File: src/tcc_pkg.sv
package tcc_pkg;

   // Core clock rate
   localparam int CLK_MHZ = 200;

   // Termination debounce time and its cycle count
   localparam int DEBOUNCE_NS  = 10000;
   localparam int DEBOUNCE_CYC = (DEBOUNCE_NS * CLK_MHZ + 999) / 1000;

   // BMC unit interval and half of it in cycles (rounded down)
   localparam int UI_NS       = 3330;
   localparam int HALF_UI_CYC = (UI_NS * CLK_MHZ) / 2000;

   // Register byte offsets
   localparam logic [3:0] ADDR_CTRL   = 4'h0;
   localparam logic [3:0] ADDR_TXLVL  = 4'h4;
   localparam logic [3:0] ADDR_STATUS = 4'h8;
   localparam logic [3:0] ADDR_TXDATA = 4'hc;

   // Field widths
   localparam int TXLVL_W = 4;
   localparam int TXDAT_W = 8;

   // Termination seen on one CC line
   typedef enum logic [1:0] {
      TCC_OPEN,
      TCC_RD,
      TCC_RA
   } tcc_term_t;

   // Advertised or detected current capability
   typedef enum logic [1:0] {
      TCC_CUR_DEFAULT,
      TCC_CUR_MEDIUM,
      TCC_CUR_HIGH
   } tcc_cur_t;

   // Comparator outputs of one line
   typedef struct packed {
      logic below_detach;
      logic below_cable;
   } tcc_cmp_t;

   // Control register layout, bit 0 is trim_rd
   typedef struct packed {
      logic     db_rd_off;
      tcc_cur_t adv_cur;
      logic     src_role;
      logic     trim_rd;
   } tcc_ctrl_t;

   // Status register layout
   typedef struct packed {
      tcc_term_t term_b;
      tcc_term_t term_a;
      logic      db_boot_ok;
      logic      tx_busy;
      tcc_cur_t  snk_cur;
      logic      vconn_en_b;
      logic      vconn_en_a;
      logic      vbus_en;
      logic      orient_b;
      logic [2:0] state;
   } tcc_status_t;

   // Values after reset
   localparam tcc_ctrl_t           CTRL_RST  = '0;
   localparam logic [TXLVL_W-1:0]  TXLVL_RST = 4'h8;

   // Termination from the two threshold comparators
   function automatic tcc_term_t tcc_classify(input tcc_cmp_t c);
      if (c.below_cable)
         return TCC_RA;
      else if (c.below_detach)
         return TCC_RD;
      else
         return TCC_OPEN;
   endfunction : tcc_classify

   // Pullup level code from the analog front end to a current
   function automatic tcc_cur_t tcc_level_cur(input logic [1:0] lvl);
      if (lvl == 2'h3)
         return TCC_CUR_HIGH;
      else if (lvl == 2'h2)
         return TCC_CUR_MEDIUM;
      else
         return TCC_CUR_DEFAULT;
   endfunction : tcc_level_cur

endpackage : tcc_pkg

File: src/tcc_sync_filter.sv
`timescale 1ns/1ps
module tcc_sync_filter #(
   parameter int WIDTH      = 11,
   parameter int STABLE_CYC = tcc_pkg::DEBOUNCE_CYC
) (
   input  wire logic             sys_clk,  // Core clock
   input  wire logic             rst_n,    // Synchronous reset
   input  wire logic [WIDTH-1:0] raw_in,   // Asynchronous levels
   output logic      [WIDTH-1:0] clean     // Synchronised, debounced
);
   import tcc_pkg::*;

   localparam int CW = $clog2(STABLE_CYC + 1);
   localparam logic [CW-1:0] CNT_LAST = CW'(STABLE_CYC - 1);

   logic [WIDTH-1:0] meta;
   logic [WIDTH-1:0] sync;
   logic [CW-1:0]    cnt;

   // Two-flop synchroniser; meta feeds only sync
   always_ff @(posedge sys_clk) begin
      if (!rst_n) begin
         meta <= '0;
         sync <= '0;
      end else begin
         meta <= raw_in;
         sync <= meta;
      end
   end

   // Accept a new value once sync has differed from clean for STABLE_CYC cycles in a row
   always_ff @(posedge sys_clk) begin
      if (!rst_n) begin
         cnt   <= '0;
         clean <= '0;
      end else if (sync == clean) begin
         cnt <= '0;
      end else if (cnt == CNT_LAST) begin
         cnt   <= '0;
         clean <= sync;
      end else begin
         cnt <= cnt + 1'b1;
      end
   end

endmodule : tcc_sync_filter

File: src/tcc_bmc_tx.sv
`timescale 1ns/1ps
module tcc_bmc_tx #(
   parameter int HALF_CYC = tcc_pkg::HALF_UI_CYC
) (
   input  wire logic       sys_clk,  // Core clock
   input  wire logic       rst_n,    // Synchronous reset
   input  wire logic       start,    // Begin one byte
   input  wire logic [7:0] data,     // Byte, sent LSB first
   output logic            busy,     // Byte in flight
   output logic            drive,    // Driver overdrives the line
   output logic            level     // BMC line level
);
   import tcc_pkg::*;

   localparam int HW = $clog2(HALF_CYC + 1);
   localparam logic [HW-1:0] HALF_LAST = HW'(HALF_CYC - 1);

   logic [HW-1:0] cnt;
   logic [3:0]    idx;
   logic          phase;
   logic [7:0]    shreg;
   logic          tick;

   assign tick = (cnt == HALF_LAST);
   assign busy = drive;

   // Half-cell timer and bit sequencer
   always_ff @(posedge sys_clk) begin
      if (!rst_n) begin
         cnt   <= '0;
         idx   <= '0;
         phase <= 1'b0;
         shreg <= '0;
         drive <= 1'b0;
         level <= 1'b1;
      end else if (!drive) begin
         if (start) begin
            drive <= 1'b1;
            level <= 1'b0;     // Frame opens low
            cnt   <= '0;
            idx   <= '0;
            phase <= 1'b0;
            shreg <= data;
         end
      end else if (!tick) begin
         cnt <= cnt + 1'b1;
      end else begin
         cnt <= '0;
         if (idx == 4'h8) begin
            drive <= 1'b0;
         end else if (!phase) begin
            phase <= 1'b1;
            if (shreg[0])
               level <= ~level;
         end else begin
            phase <= 1'b0;
            shreg <= shreg >> 1;
            idx   <= idx + 1'b1;
            level <= ~level;
         end
      end
   end

   // Level only moves on half-cell boundaries
   AST_BMC_MID_STABLE: assert property (@(posedge sys_clk) disable iff (!rst_n)
      (drive && $past(drive) && cnt != '0) |-> $stable(level))
      else $error("BMC level moved inside a half cell");

endmodule : tcc_bmc_tx

File: src/tcc_attach_top.sv
// The implementer's own choices: the placing of the registers and the Avalon-MM slave port.
`timescale 1ns/1ps
module tcc_attach_top (
   input  wire logic          sys_clk,          // 200 MHz core clock
   input  wire logic          rst_n,            // Synchronous reset
   input  wire logic [3:0]    avs_address,      // Byte address
   input  wire logic          avs_read,         // Read request
   input  wire logic          avs_write,        // Write request
   input  wire logic [31:0]   avs_writedata,    // Write data
   output logic      [31:0]   avs_readdata,     // Read data
   output logic               avs_waitrequest,  // Stall master
   input  wire tcc_pkg::tcc_cmp_t cmp_a,        // Line A comparators
   input  wire tcc_pkg::tcc_cmp_t cmp_b,        // Line B comparators
   input  wire logic [1:0]    pullup_lvl_a,     // Sink: level seen on A
   input  wire logic [1:0]    pullup_lvl_b,     // Sink: level seen on B
   input  wire logic          vbus_present,     // VBUS above valid level
   input  wire logic          strap_gnd_a,      // Gate strap A grounded
   input  wire logic          strap_gnd_b,      // Gate strap B grounded
   output logic               cc_pullup_en,     // Pullup current on
   output tcc_pkg::tcc_cur_t  adv_current,      // Advertised level
   output logic               trim_rd_en,       // Trimmed pulldown on
   output logic      [1:0]    db_gate_out,      // Pulldown gate drive
   output logic      [1:0]    db_gate_oe,       // Pulldown gate enable
   output logic               vbus_en,          // Source VBUS switch
   output logic               vconn_en_a,       // VCONN onto line A
   output logic               vconn_en_b,       // VCONN onto line B
   output logic               orient_b,         // Sink line is B
   output logic [tcc_pkg::TXLVL_W-1:0] tx_peak_level, // BMC peak
   output logic               bmc_out,          // BMC data level
   output logic               bmc_oe_a,         // Driver on line A
   output logic               bmc_oe_b          // Driver on line B
);
   import tcc_pkg::*;

   typedef enum logic [2:0] {
      ST_UNATT,
      ST_CABLE,
      ST_ATTACHED,
      ST_DEBUG,
      ST_AUDIO,
      ST_SNK_WAIT,
      ST_SNK_ATT
   } tcc_state_t;

   tcc_ctrl_t   ctrl;
   tcc_state_t  state;
   tcc_state_t  next_state;
   tcc_status_t status;
   tcc_term_t   term_a;
   tcc_term_t   term_b;
   tcc_cur_t    snk_cur;
   logic [10:0] raw_pins;
   logic [10:0] clean;
   tcc_cmp_t    cmp_a_s;
   tcc_cmp_t    cmp_b_s;
   logic [1:0]  lvl_a_s;
   logic [1:0]  lvl_b_s;
   logic        vbus_s;
   logic [1:0]  strap_s;
   logic        cable_b;
   logic        vconn_on;
   logic        next_orient;
   logic        next_cable_b;
   logic        next_vconn;
   logic        db_boot_ok;
   logic        ack;
   logic        hold;
   logic        acc;
   logic        tx_start;
   logic        tx_busy;
   logic        tx_drive;
   logic        linked;

   // All analog and pin levels cross into the core clock here
   assign raw_pins = {cmp_a, cmp_b, pullup_lvl_a, pullup_lvl_b,
                      vbus_present, strap_gnd_a, strap_gnd_b};

   tcc_sync_filter #(
      .WIDTH      (11),
      .STABLE_CYC (DEBOUNCE_CYC)
   ) u_filter (
      .sys_clk (sys_clk),
      .rst_n   (rst_n),
      .raw_in  (raw_pins),
      .clean   (clean)
   );

   assign {cmp_a_s, cmp_b_s, lvl_a_s, lvl_b_s, vbus_s, strap_s} = clean;

   // Each line is judged on its own comparators
   assign term_a = tcc_classify(cmp_a_s);
   assign term_b = tcc_classify(cmp_b_s);

   // Next attach state; the role bit picks the source or sink half
   always_comb begin
      next_state   = state;
      next_orient  = orient_b;
      next_cable_b = cable_b;
      next_vconn   = vconn_on;
      if (ctrl.src_role && (state == ST_SNK_WAIT || state == ST_SNK_ATT)) begin
         next_state = ST_UNATT;
         next_vconn = 1'b0;
      end else if (!ctrl.src_role && !(state == ST_SNK_WAIT
                                       || state == ST_SNK_ATT)) begin
         next_state = ST_SNK_WAIT;
         next_vconn = 1'b0;
      end else begin
         unique case (state)
            ST_UNATT: begin
               next_vconn = 1'b0;
               unique case ({term_a, term_b})
                  {TCC_RD, TCC_OPEN}: begin
                     next_state  = ST_ATTACHED;
                     next_orient = 1'b0;
                  end
                  {TCC_OPEN, TCC_RD}: begin
                     next_state  = ST_ATTACHED;
                     next_orient = 1'b1;
                  end
                  {TCC_RA, TCC_OPEN}: begin
                     next_state   = ST_CABLE;
                     next_cable_b = 1'b0;
                  end
                  {TCC_OPEN, TCC_RA}: begin
                     next_state   = ST_CABLE;
                     next_cable_b = 1'b1;
                  end
                  {TCC_RA, TCC_RD}: begin
                     next_state  = ST_ATTACHED;
                     next_orient = 1'b1;
                     next_vconn  = 1'b1;
                  end
                  {TCC_RD, TCC_RA}: begin
                     next_state  = ST_ATTACHED;
                     next_orient = 1'b0;
                     next_vconn  = 1'b1;
                  end
                  {TCC_RD, TCC_RD}: next_state = ST_DEBUG;
                  {TCC_RA, TCC_RA}: next_state = ST_AUDIO;
                  default:          next_state = ST_UNATT;
               endcase
            end
            ST_CABLE: begin
               // Cable line watched for removal, the other for a sink
               if ((cable_b ? term_b : term_a) == TCC_OPEN) begin
                  next_state = ST_UNATT;
               end else if ((cable_b ? term_a : term_b) == TCC_RD) begin
                  next_state  = ST_ATTACHED;
                  next_orient = ~cable_b;
                  next_vconn  = 1'b1;
               end
            end
            ST_ATTACHED: begin
               // Only the sink line counts; the VCONN line is ignored
               if ((orient_b ? term_b : term_a) == TCC_OPEN) begin
                  next_state = ST_UNATT;
                  next_vconn = 1'b0;
               end
            end
            ST_DEBUG, ST_AUDIO: begin
               if (term_a == TCC_OPEN || term_b == TCC_OPEN)
                  next_state = ST_UNATT;
            end
            ST_SNK_WAIT: begin
               if (vbus_s) begin
                  next_state  = ST_SNK_ATT;
                  next_orient = (lvl_b_s != 2'h0) && (lvl_a_s == 2'h0);
               end
            end
            ST_SNK_ATT: begin
               if (!vbus_s)
                  next_state = ST_SNK_WAIT;
            end
            default: next_state = ST_UNATT;
         endcase
      end
   end

   // Attach state and orientation
   always_ff @(posedge sys_clk) begin
      if (!rst_n) begin
         state    <= ST_SNK_WAIT;
         orient_b <= 1'b0;
         cable_b  <= 1'b0;
         vconn_on <= 1'b0;
      end else begin
         state    <= next_state;
         orient_b <= next_orient;
         cable_b  <= next_cable_b;
         vconn_on <= next_vconn;
      end
   end

   // Power switches follow the state one cycle later
   always_ff @(posedge sys_clk) begin
      if (!rst_n) begin
         vbus_en    <= 1'b0;
         vconn_en_a <= 1'b0;
         vconn_en_b <= 1'b0;
      end else begin
         vbus_en    <= (state == ST_ATTACHED);
         vconn_en_a <= (state == ST_ATTACHED) && vconn_on && orient_b;
         vconn_en_b <= (state == ST_ATTACHED) && vconn_on && !orient_b;
      end
   end

   // Sink tracks the current its partner advertises on the sink line
   always_ff @(posedge sys_clk) begin
      if (!rst_n)
         snk_cur <= TCC_CUR_DEFAULT;
      else if (state == ST_SNK_ATT)
         snk_cur <= tcc_level_cur(orient_b ? lvl_b_s : lvl_a_s);
      else
         snk_cur <= TCC_CUR_DEFAULT;
   end

   // Dead-battery capability is recomputed from the filtered straps every cycle
   always_ff @(posedge sys_clk) begin
      if (!rst_n)
         db_boot_ok <= 1'b1;
      else
         db_boot_ok <= ~(strap_s[0] & strap_s[1]);
   end

   // Termination controls; gate held low turns the untrimmed Rd off
   always_ff @(posedge sys_clk) begin
      if (!rst_n) begin
         cc_pullup_en <= 1'b0;
         adv_current  <= TCC_CUR_DEFAULT;
         trim_rd_en   <= 1'b0;
         db_gate_oe   <= 2'b00;
      end else begin
         cc_pullup_en <= ctrl.src_role;
         adv_current  <= ctrl.adv_cur;
         trim_rd_en   <= !ctrl.src_role && ctrl.trim_rd;
         // A grounded strap is never fought by the driver
         db_gate_oe   <= {2{ctrl.trim_rd || ctrl.db_rd_off
                            || ctrl.src_role}} & ~strap_s;
      end
   end

   assign db_gate_out = 2'b00;

   // Bus handshake: one wait cycle, longer for a busy transmitter
   assign acc  = avs_read || avs_write;
   assign hold = avs_write && (avs_address == ADDR_TXDATA) && tx_busy;
   assign avs_waitrequest = acc && !ack;
   assign tx_start = ack && avs_write && (avs_address == ADDR_TXDATA)
                     && linked;
   assign linked = (state == ST_ATTACHED) || (state == ST_SNK_ATT);

   always_ff @(posedge sys_clk) begin
      if (!rst_n)
         ack <= 1'b0;
      else
         ack <= acc && !ack && !hold;
   end

   // Writable registers change at the accepting edge only
   always_ff @(posedge sys_clk) begin
      if (!rst_n) begin
         ctrl          <= CTRL_RST;
         tx_peak_level <= TXLVL_RST;
      end else if (ack && avs_write) begin
         if (avs_address == ADDR_CTRL)
            ctrl <= tcc_ctrl_t'(avs_writedata[$bits(tcc_ctrl_t)-1:0]);
         if (avs_address == ADDR_TXLVL)
            tx_peak_level <= avs_writedata[TXLVL_W-1:0];
      end
   end

   assign status = '{term_b: term_b, term_a: term_a,
                     db_boot_ok: db_boot_ok, tx_busy: tx_busy,
                     snk_cur: snk_cur, vconn_en_b: vconn_en_b,
                     vconn_en_a: vconn_en_a, vbus_en: vbus_en,
                     orient_b: orient_b, state: 3'(state)};

   // Read data is loaded when the answer is prepared; unmapped reads 0
   always_ff @(posedge sys_clk) begin
      if (!rst_n) begin
         avs_readdata <= '0;
      end else if (acc && !ack) begin
         unique case (avs_address)
            ADDR_CTRL:   avs_readdata <= 32'(ctrl);
            ADDR_TXLVL:  avs_readdata <= 32'(tx_peak_level);
            ADDR_STATUS: avs_readdata <= 32'(status);
            default:     avs_readdata <= '0;
         endcase
      end
   end

   tcc_bmc_tx #(
      .HALF_CYC (HALF_UI_CYC)
   ) u_bmc (
      .sys_clk (sys_clk),
      .rst_n   (rst_n),
      .start   (tx_start),
      .data    (avs_writedata[TXDAT_W-1:0]),
      .busy    (tx_busy),
      .drive   (tx_drive),
      .level   (bmc_out)
   );

   // Driver sits only on the sink line and only while sending
   assign bmc_oe_a = tx_drive && !orient_b;
   assign bmc_oe_b = tx_drive && orient_b;

   AST_IDLE_NO_POWER: assert property (@(posedge sys_clk) disable iff (!rst_n)
      (state == ST_UNATT) |=> !vbus_en && !vconn_en_a && !vconn_en_b)
      else $error("Power applied while unattached");

   AST_RD_A_ONLY: assert property (@(posedge sys_clk) disable iff (!rst_n)
      (state == ST_UNATT && ctrl.src_role && term_a == TCC_RD
       && term_b == TCC_OPEN) |=> ##1 vbus_en && !vconn_en_a
       && !vconn_en_b && !orient_b)
      else $error("Rd on A did not power VBUS alone");

   AST_RD_B_ONLY: assert property (@(posedge sys_clk) disable iff (!rst_n)
      (state == ST_UNATT && ctrl.src_role && term_a == TCC_OPEN
       && term_b == TCC_RD) |=> ##1 vbus_en && !vconn_en_a
       && !vconn_en_b && orient_b)
      else $error("Rd on B did not power VBUS alone");

   AST_CABLE_NO_POWER: assert property (@(posedge sys_clk) disable iff (!rst_n)
      (state == ST_CABLE) |=> !vbus_en && !vconn_en_a && !vconn_en_b)
      else $error("Power applied with a cable only");

   AST_RA_A_RD_B: assert property (@(posedge sys_clk) disable iff (!rst_n)
      (state == ST_UNATT && ctrl.src_role && term_a == TCC_RA
       && term_b == TCC_RD) |=> ##1 vbus_en && vconn_en_a && orient_b)
      else $error("VCONN not placed on line A");

   AST_RD_A_RA_B: assert property (@(posedge sys_clk) disable iff (!rst_n)
      (state == ST_UNATT && ctrl.src_role && term_a == TCC_RD
       && term_b == TCC_RA) |=> ##1 vbus_en && vconn_en_b && !orient_b)
      else $error("VCONN not placed on line B");

   AST_DETACH: assert property (@(posedge sys_clk) disable iff (!rst_n)
      (state == ST_ATTACHED && ctrl.src_role
       && (orient_b ? term_b : term_a) == TCC_OPEN)
      |=> state == ST_UNATT ##1 !vbus_en)
      else $error("Detach on watched line not taken");

   AST_SNK_VBUS: assert property (@(posedge sys_clk) disable iff (!rst_n)
      (state == ST_SNK_WAIT && !ctrl.src_role && vbus_s)
      |=> state == ST_SNK_ATT)
      else $error("Sink missed VBUS attach");

   AST_ONE_DRIVER: assert property (@(posedge sys_clk) disable iff (!rst_n)
      !(bmc_oe_a && bmc_oe_b) && (tx_busy || !(bmc_oe_a || bmc_oe_b)))
      else $error("Transmit driver enable misplaced");

   AST_GATE_SRC: assert property (@(posedge sys_clk) disable iff (!rst_n)
      ctrl.src_role && $stable(ctrl) && $stable(strap_s)
      |=> db_gate_oe == ~$past(strap_s))
      else $error("Dead-battery pulldown not held off as source");

endmodule : tcc_attach_top

File: config.mk
export PLATFORM = sky130hd
export DESIGN_NAME = tcc_attach_top
export DESIGN_NICKNAME = d
export VERILOG_FILES = /design/src/tcc_pkg.sv /design/src/tcc_sync_filter.sv /design/src/tcc_bmc_tx.sv /design/src/tcc_attach_top.sv
export SDC_FILE = /design/constraint.sdc
export NUM_CORES = 1
export LEC_CHECK = 0
export BUFFER_PORTS_ARGS = -buffer_cell sky130_fd_sc_hd__buf_2
export CAP_MARGIN = 20
export CORE_MARGIN = 4
export CORE_UTILIZATION = 54
export CTS_CLUSTER_DIAMETER = 50
export DETAILED_ROUTE_END_ITERATION = 16
export PLACE_DENSITY = 0.79
export SYNTH_ARGS = -nofsm -noshare
export SYNTH_HDL_FRONTEND = slang
export SYNTH_SLANG_ARGS = --single-unit
File: constraint.sdc
create_clock -name sys_clk -period 4.2 [get_ports sys_clk]
set_clock_uncertainty 0.1 [all_clocks]
set_input_delay 0.21 -clock sys_clk [delete_from_list [all_inputs] [get_ports sys_clk]]
set_output_delay 0.21 -clock sys_clk [all_outputs]
set_load 0.01 [all_outputs]
==> metrics.md <==
| Metric | Value |
|---|---|
| Status | finished, final reports clean |
| Hold crit path type | input port to flop |
| GP Congestion | 0.896 |
| Worst IR drop on VDD | 0.225 mV |
| TritonCTS clock tree | yes |
| Pwr dens | 377 mW/mm2 |
| Peak per-stage delay on the critical path | 0.74 ns |
| Yosys top cell area share | 43.2% |
| Clk_lat worst skew | 0.37 ns |
| Synth Warn # | 0 |
| Critical setup path kind | flop to flop |
| Clock sink total | 111 |
| Drt wl/cell | 13.8 um |
| Synth async-reset ratio | 0% |
| First-pass GRT wire length | 17,800 um |
| Total CTS buffers | 9 |
| CP max-delay cell | dfxtp_1 |
| Tmin final | 2.45 ns |
| Tightest Pin Transition | 0.829 ns |
| Clock Tree Buf Depth | 2 |
| Sequential area share after synthesis | 43.2% |
| Post-Syn Area per Cell | 8.79 um2 |
| Largest net degree at the start of global routing | 60 |
| RSZ-0062 raised after global routing | false |
| Critical path arrival | 2.61 ns |
| Cells after Synth | 585 |
| Ports | 103 |
| Total Routing Usage GR | 19.2% |
| Final #Nets | 695 |
| Register bit total from synthesis | 111 |
| Area leader, netlist | dfxtp_1 |
| Vias in the first global route | 3,880 |
| Ys flop type | dfxtp_1 |
| Resized Gates After CTS | 0 |
| Dpl hpwl | 7460 um |
| Design Area, Final | 0.00571 mm2 |
| Row cnt | 35 |
| Total wire length | 10,700 um |
| 1st-pass router iterations | 4 |
| Startpoint types | flop |
| Ranking of synthesized cells by area | dfxtp_1 (43%), nor2_1 (5.6%), mux2i_1 (4.7%) |
| Pleak | 2.45 nW |
| Slew Viols, Final | 0 |
| Max FO, Critical Path | 17 |
| Initial Util | 55.6% |
| Required @ worst endpoint | 4.36 ns |
| Residual DRC | 0 |
| Tot Pwr | 2.15 mW |
| Share of cells above drive strength 1 | 15.4% |
| Placed insts | 739 |
| Antenna Nets Post-Route | 0 |
| Die area | 0.0111 mm2 |
| Fmax | 409 MHz |
| Initial antenna violation count | 0 |
| Setup TNS | 0 ns |
| Drt via density | 5.36 |
| Synth-to-Final Area Change | 11.1% |
| Grt ovf | 0 |
| Root buffer cell | clkbuf_8 |
| Hold WS | 0.0332 ns |
| Die W | 106 um |
| Final setup violating endpoints | 0 |
| Placement Cell Area | 0.00537 mm2 |
| Core footprint | 0.00924 mm2 |
| ANT cells | 0 |
| Post-Syn Area | 0.00514 mm2 |
| Hold Fails Final Rpt | 0 |
| Crit share post-route | 58.3% |
| Post-CTS setup buffers | 0 |
| CP Cell Sequence | xor2_1 -> nand2_1 -> ha_1 -> nand2b_1 -> o21ai_0 -> a221oi_2 -> mux2_4 |
| Clk slew on worst S/H paths | 0.11 ns |
| Port Buffers | 59 |
| Vias | 4,132 |
| Worst Setup End Kind | flop |
| Max-Cap Viols | 0 |
| Layout Cells excl Fill | 771 |
| Distinct cells, synth | 72 |
| DRT iter0 DRCs | 198 |
| H-tree depth | 3 |
| Slew HR | 44.7% |
| Hold-fix buffers, CTS | 16 |
| Die Span Y | 106 um |
| Number of synthesized flops with an enable pin | 0 |
[final timing paths]
| path | end | slack (ns) | cells after the start | start |
|---|---|---|---|---|
| min reg2reg | u_filter.sync[7] | 0.34 | 1 | u_filter.meta[7] |
| min | tx_peak_level[1] | 0.03 | 3 | avs_writedata[1] |
| max | state[2] | 1.75 | 7 | state[1] |
| max reg2reg | state[2] | 1.75 | 7 | state[1] |
[power breakdown]
part           leakage, nW  total (mW)  internal (mW)  switching [mW]
sequential           0.900        1.16           1.08          0.0782
combinational         1.46       0.398          0.182           0.215
clock               0.0959       0.592          0.225           0.368
total                 2.45        2.15           1.49           0.661
[cells by family after synthesis]
family,after synthesis,share of synthesized area [%]
other,1,0.0730
XOR/XNOR,24,4.09
multiplexers,26,5.18
flip-flops,111,43.2
buffers and inverters,78,7.89
AND/OR/NAND/NOR,224,23.0
AO/OA/AOI/OAI,114,14.8
adder cells (fa/ha/maj),7,1.70
[registers in the layout, indices dropped and copies added, names as in the netlist, 3 cells and up]
name / cells
u_filter.cnt: 11
tx_peak_level: 4
u_bmc.idx: 4
u_bmc.shreg: 8
u_bmc.cnt: 9
avs_readdata: 15
ctrl: 5
u_filter.meta: 11
state: 3
u_filter.clean: 11
u_filter.sync: 11
[per-stage QoR]
step | setup WS (ns) | utilization (%)
global placement | 1.86 | 58.1
finish | 1.75 | 61.8
detailed placement | 1.81 | 58.1
floorplan | 2.24 | -
CTS | 1.79 | 61.8
global route | 1.59 | 61.8
[layer usage]
layer | routed length, um | track usage, % | share of wire, %
met2 | 5110 | 31.6 | 48
met3 | 616 | 4.23 | 5.8
met5 | 0 | 0 | 0
met4 | 120 | 5.18 | 1.1
met1 | 4820 | 25.4 | 45
[critical path: cells and delay by family (launching register included)]
| kind | cells | cell delay [ns] |
|---|---|---|
| adders and majority gates | 1 | 0.39 |
| DFF | 1 | 0.74 |
| AOI/OAI and AO/OA | 2 | 0.39 |
| muxes | 1 | 0.33 |
| and+or+nand+nor | 2 | 0.20 |
| xor gates and xnor gates | 1 | 0.19 |
[cell type report]
class                   count  area [um2]
clock buffers               9         124
clock inverters             7        56.3
fillers                   815        3530
inverters                  23        86.3
multi-input cells         414        2580
flip-flops and latches    111        2220
well taps                 129         161
repair buffers             78         478
[synthesized netlist by cell type, types with 5 or more instances]
cell type / count
dfxtp_1: 111
nor2_1: 77
nand2_1: 33
o21ai_0: 27
and2_1: 26
buf_4: 25
a21oi_1: 24
mux2i_1: 24
inv_1: 23
nand3_1: 19
a22oi_1: 18
clkbuf_1: 17
xor2_1: 17
a31oi_1: 12
and3_1: 12
buf_2: 9
nor3_1: 9
ha_1: 7
nand2b_1: 7
xnor2_1: 7
nand3b_1: 6
a21o_1: 5
nor2b_1: 5
[cell usage in the layout, fill, tap and decap left out, drive strengths merged, types with 17 or more instances in the layout]
cell type  netlist  layout
mux2i           24      24
nand3           20      20
xor2            17      17
and2            26      26
a22oi           18      18
nor2            79      79
conb             1      19
o21ai           29      29
a21oi           24      24
nand2           34      34
dfxtp          111     111
inv             23      26
buf             38      62
(Power assumes the default switching activity.)
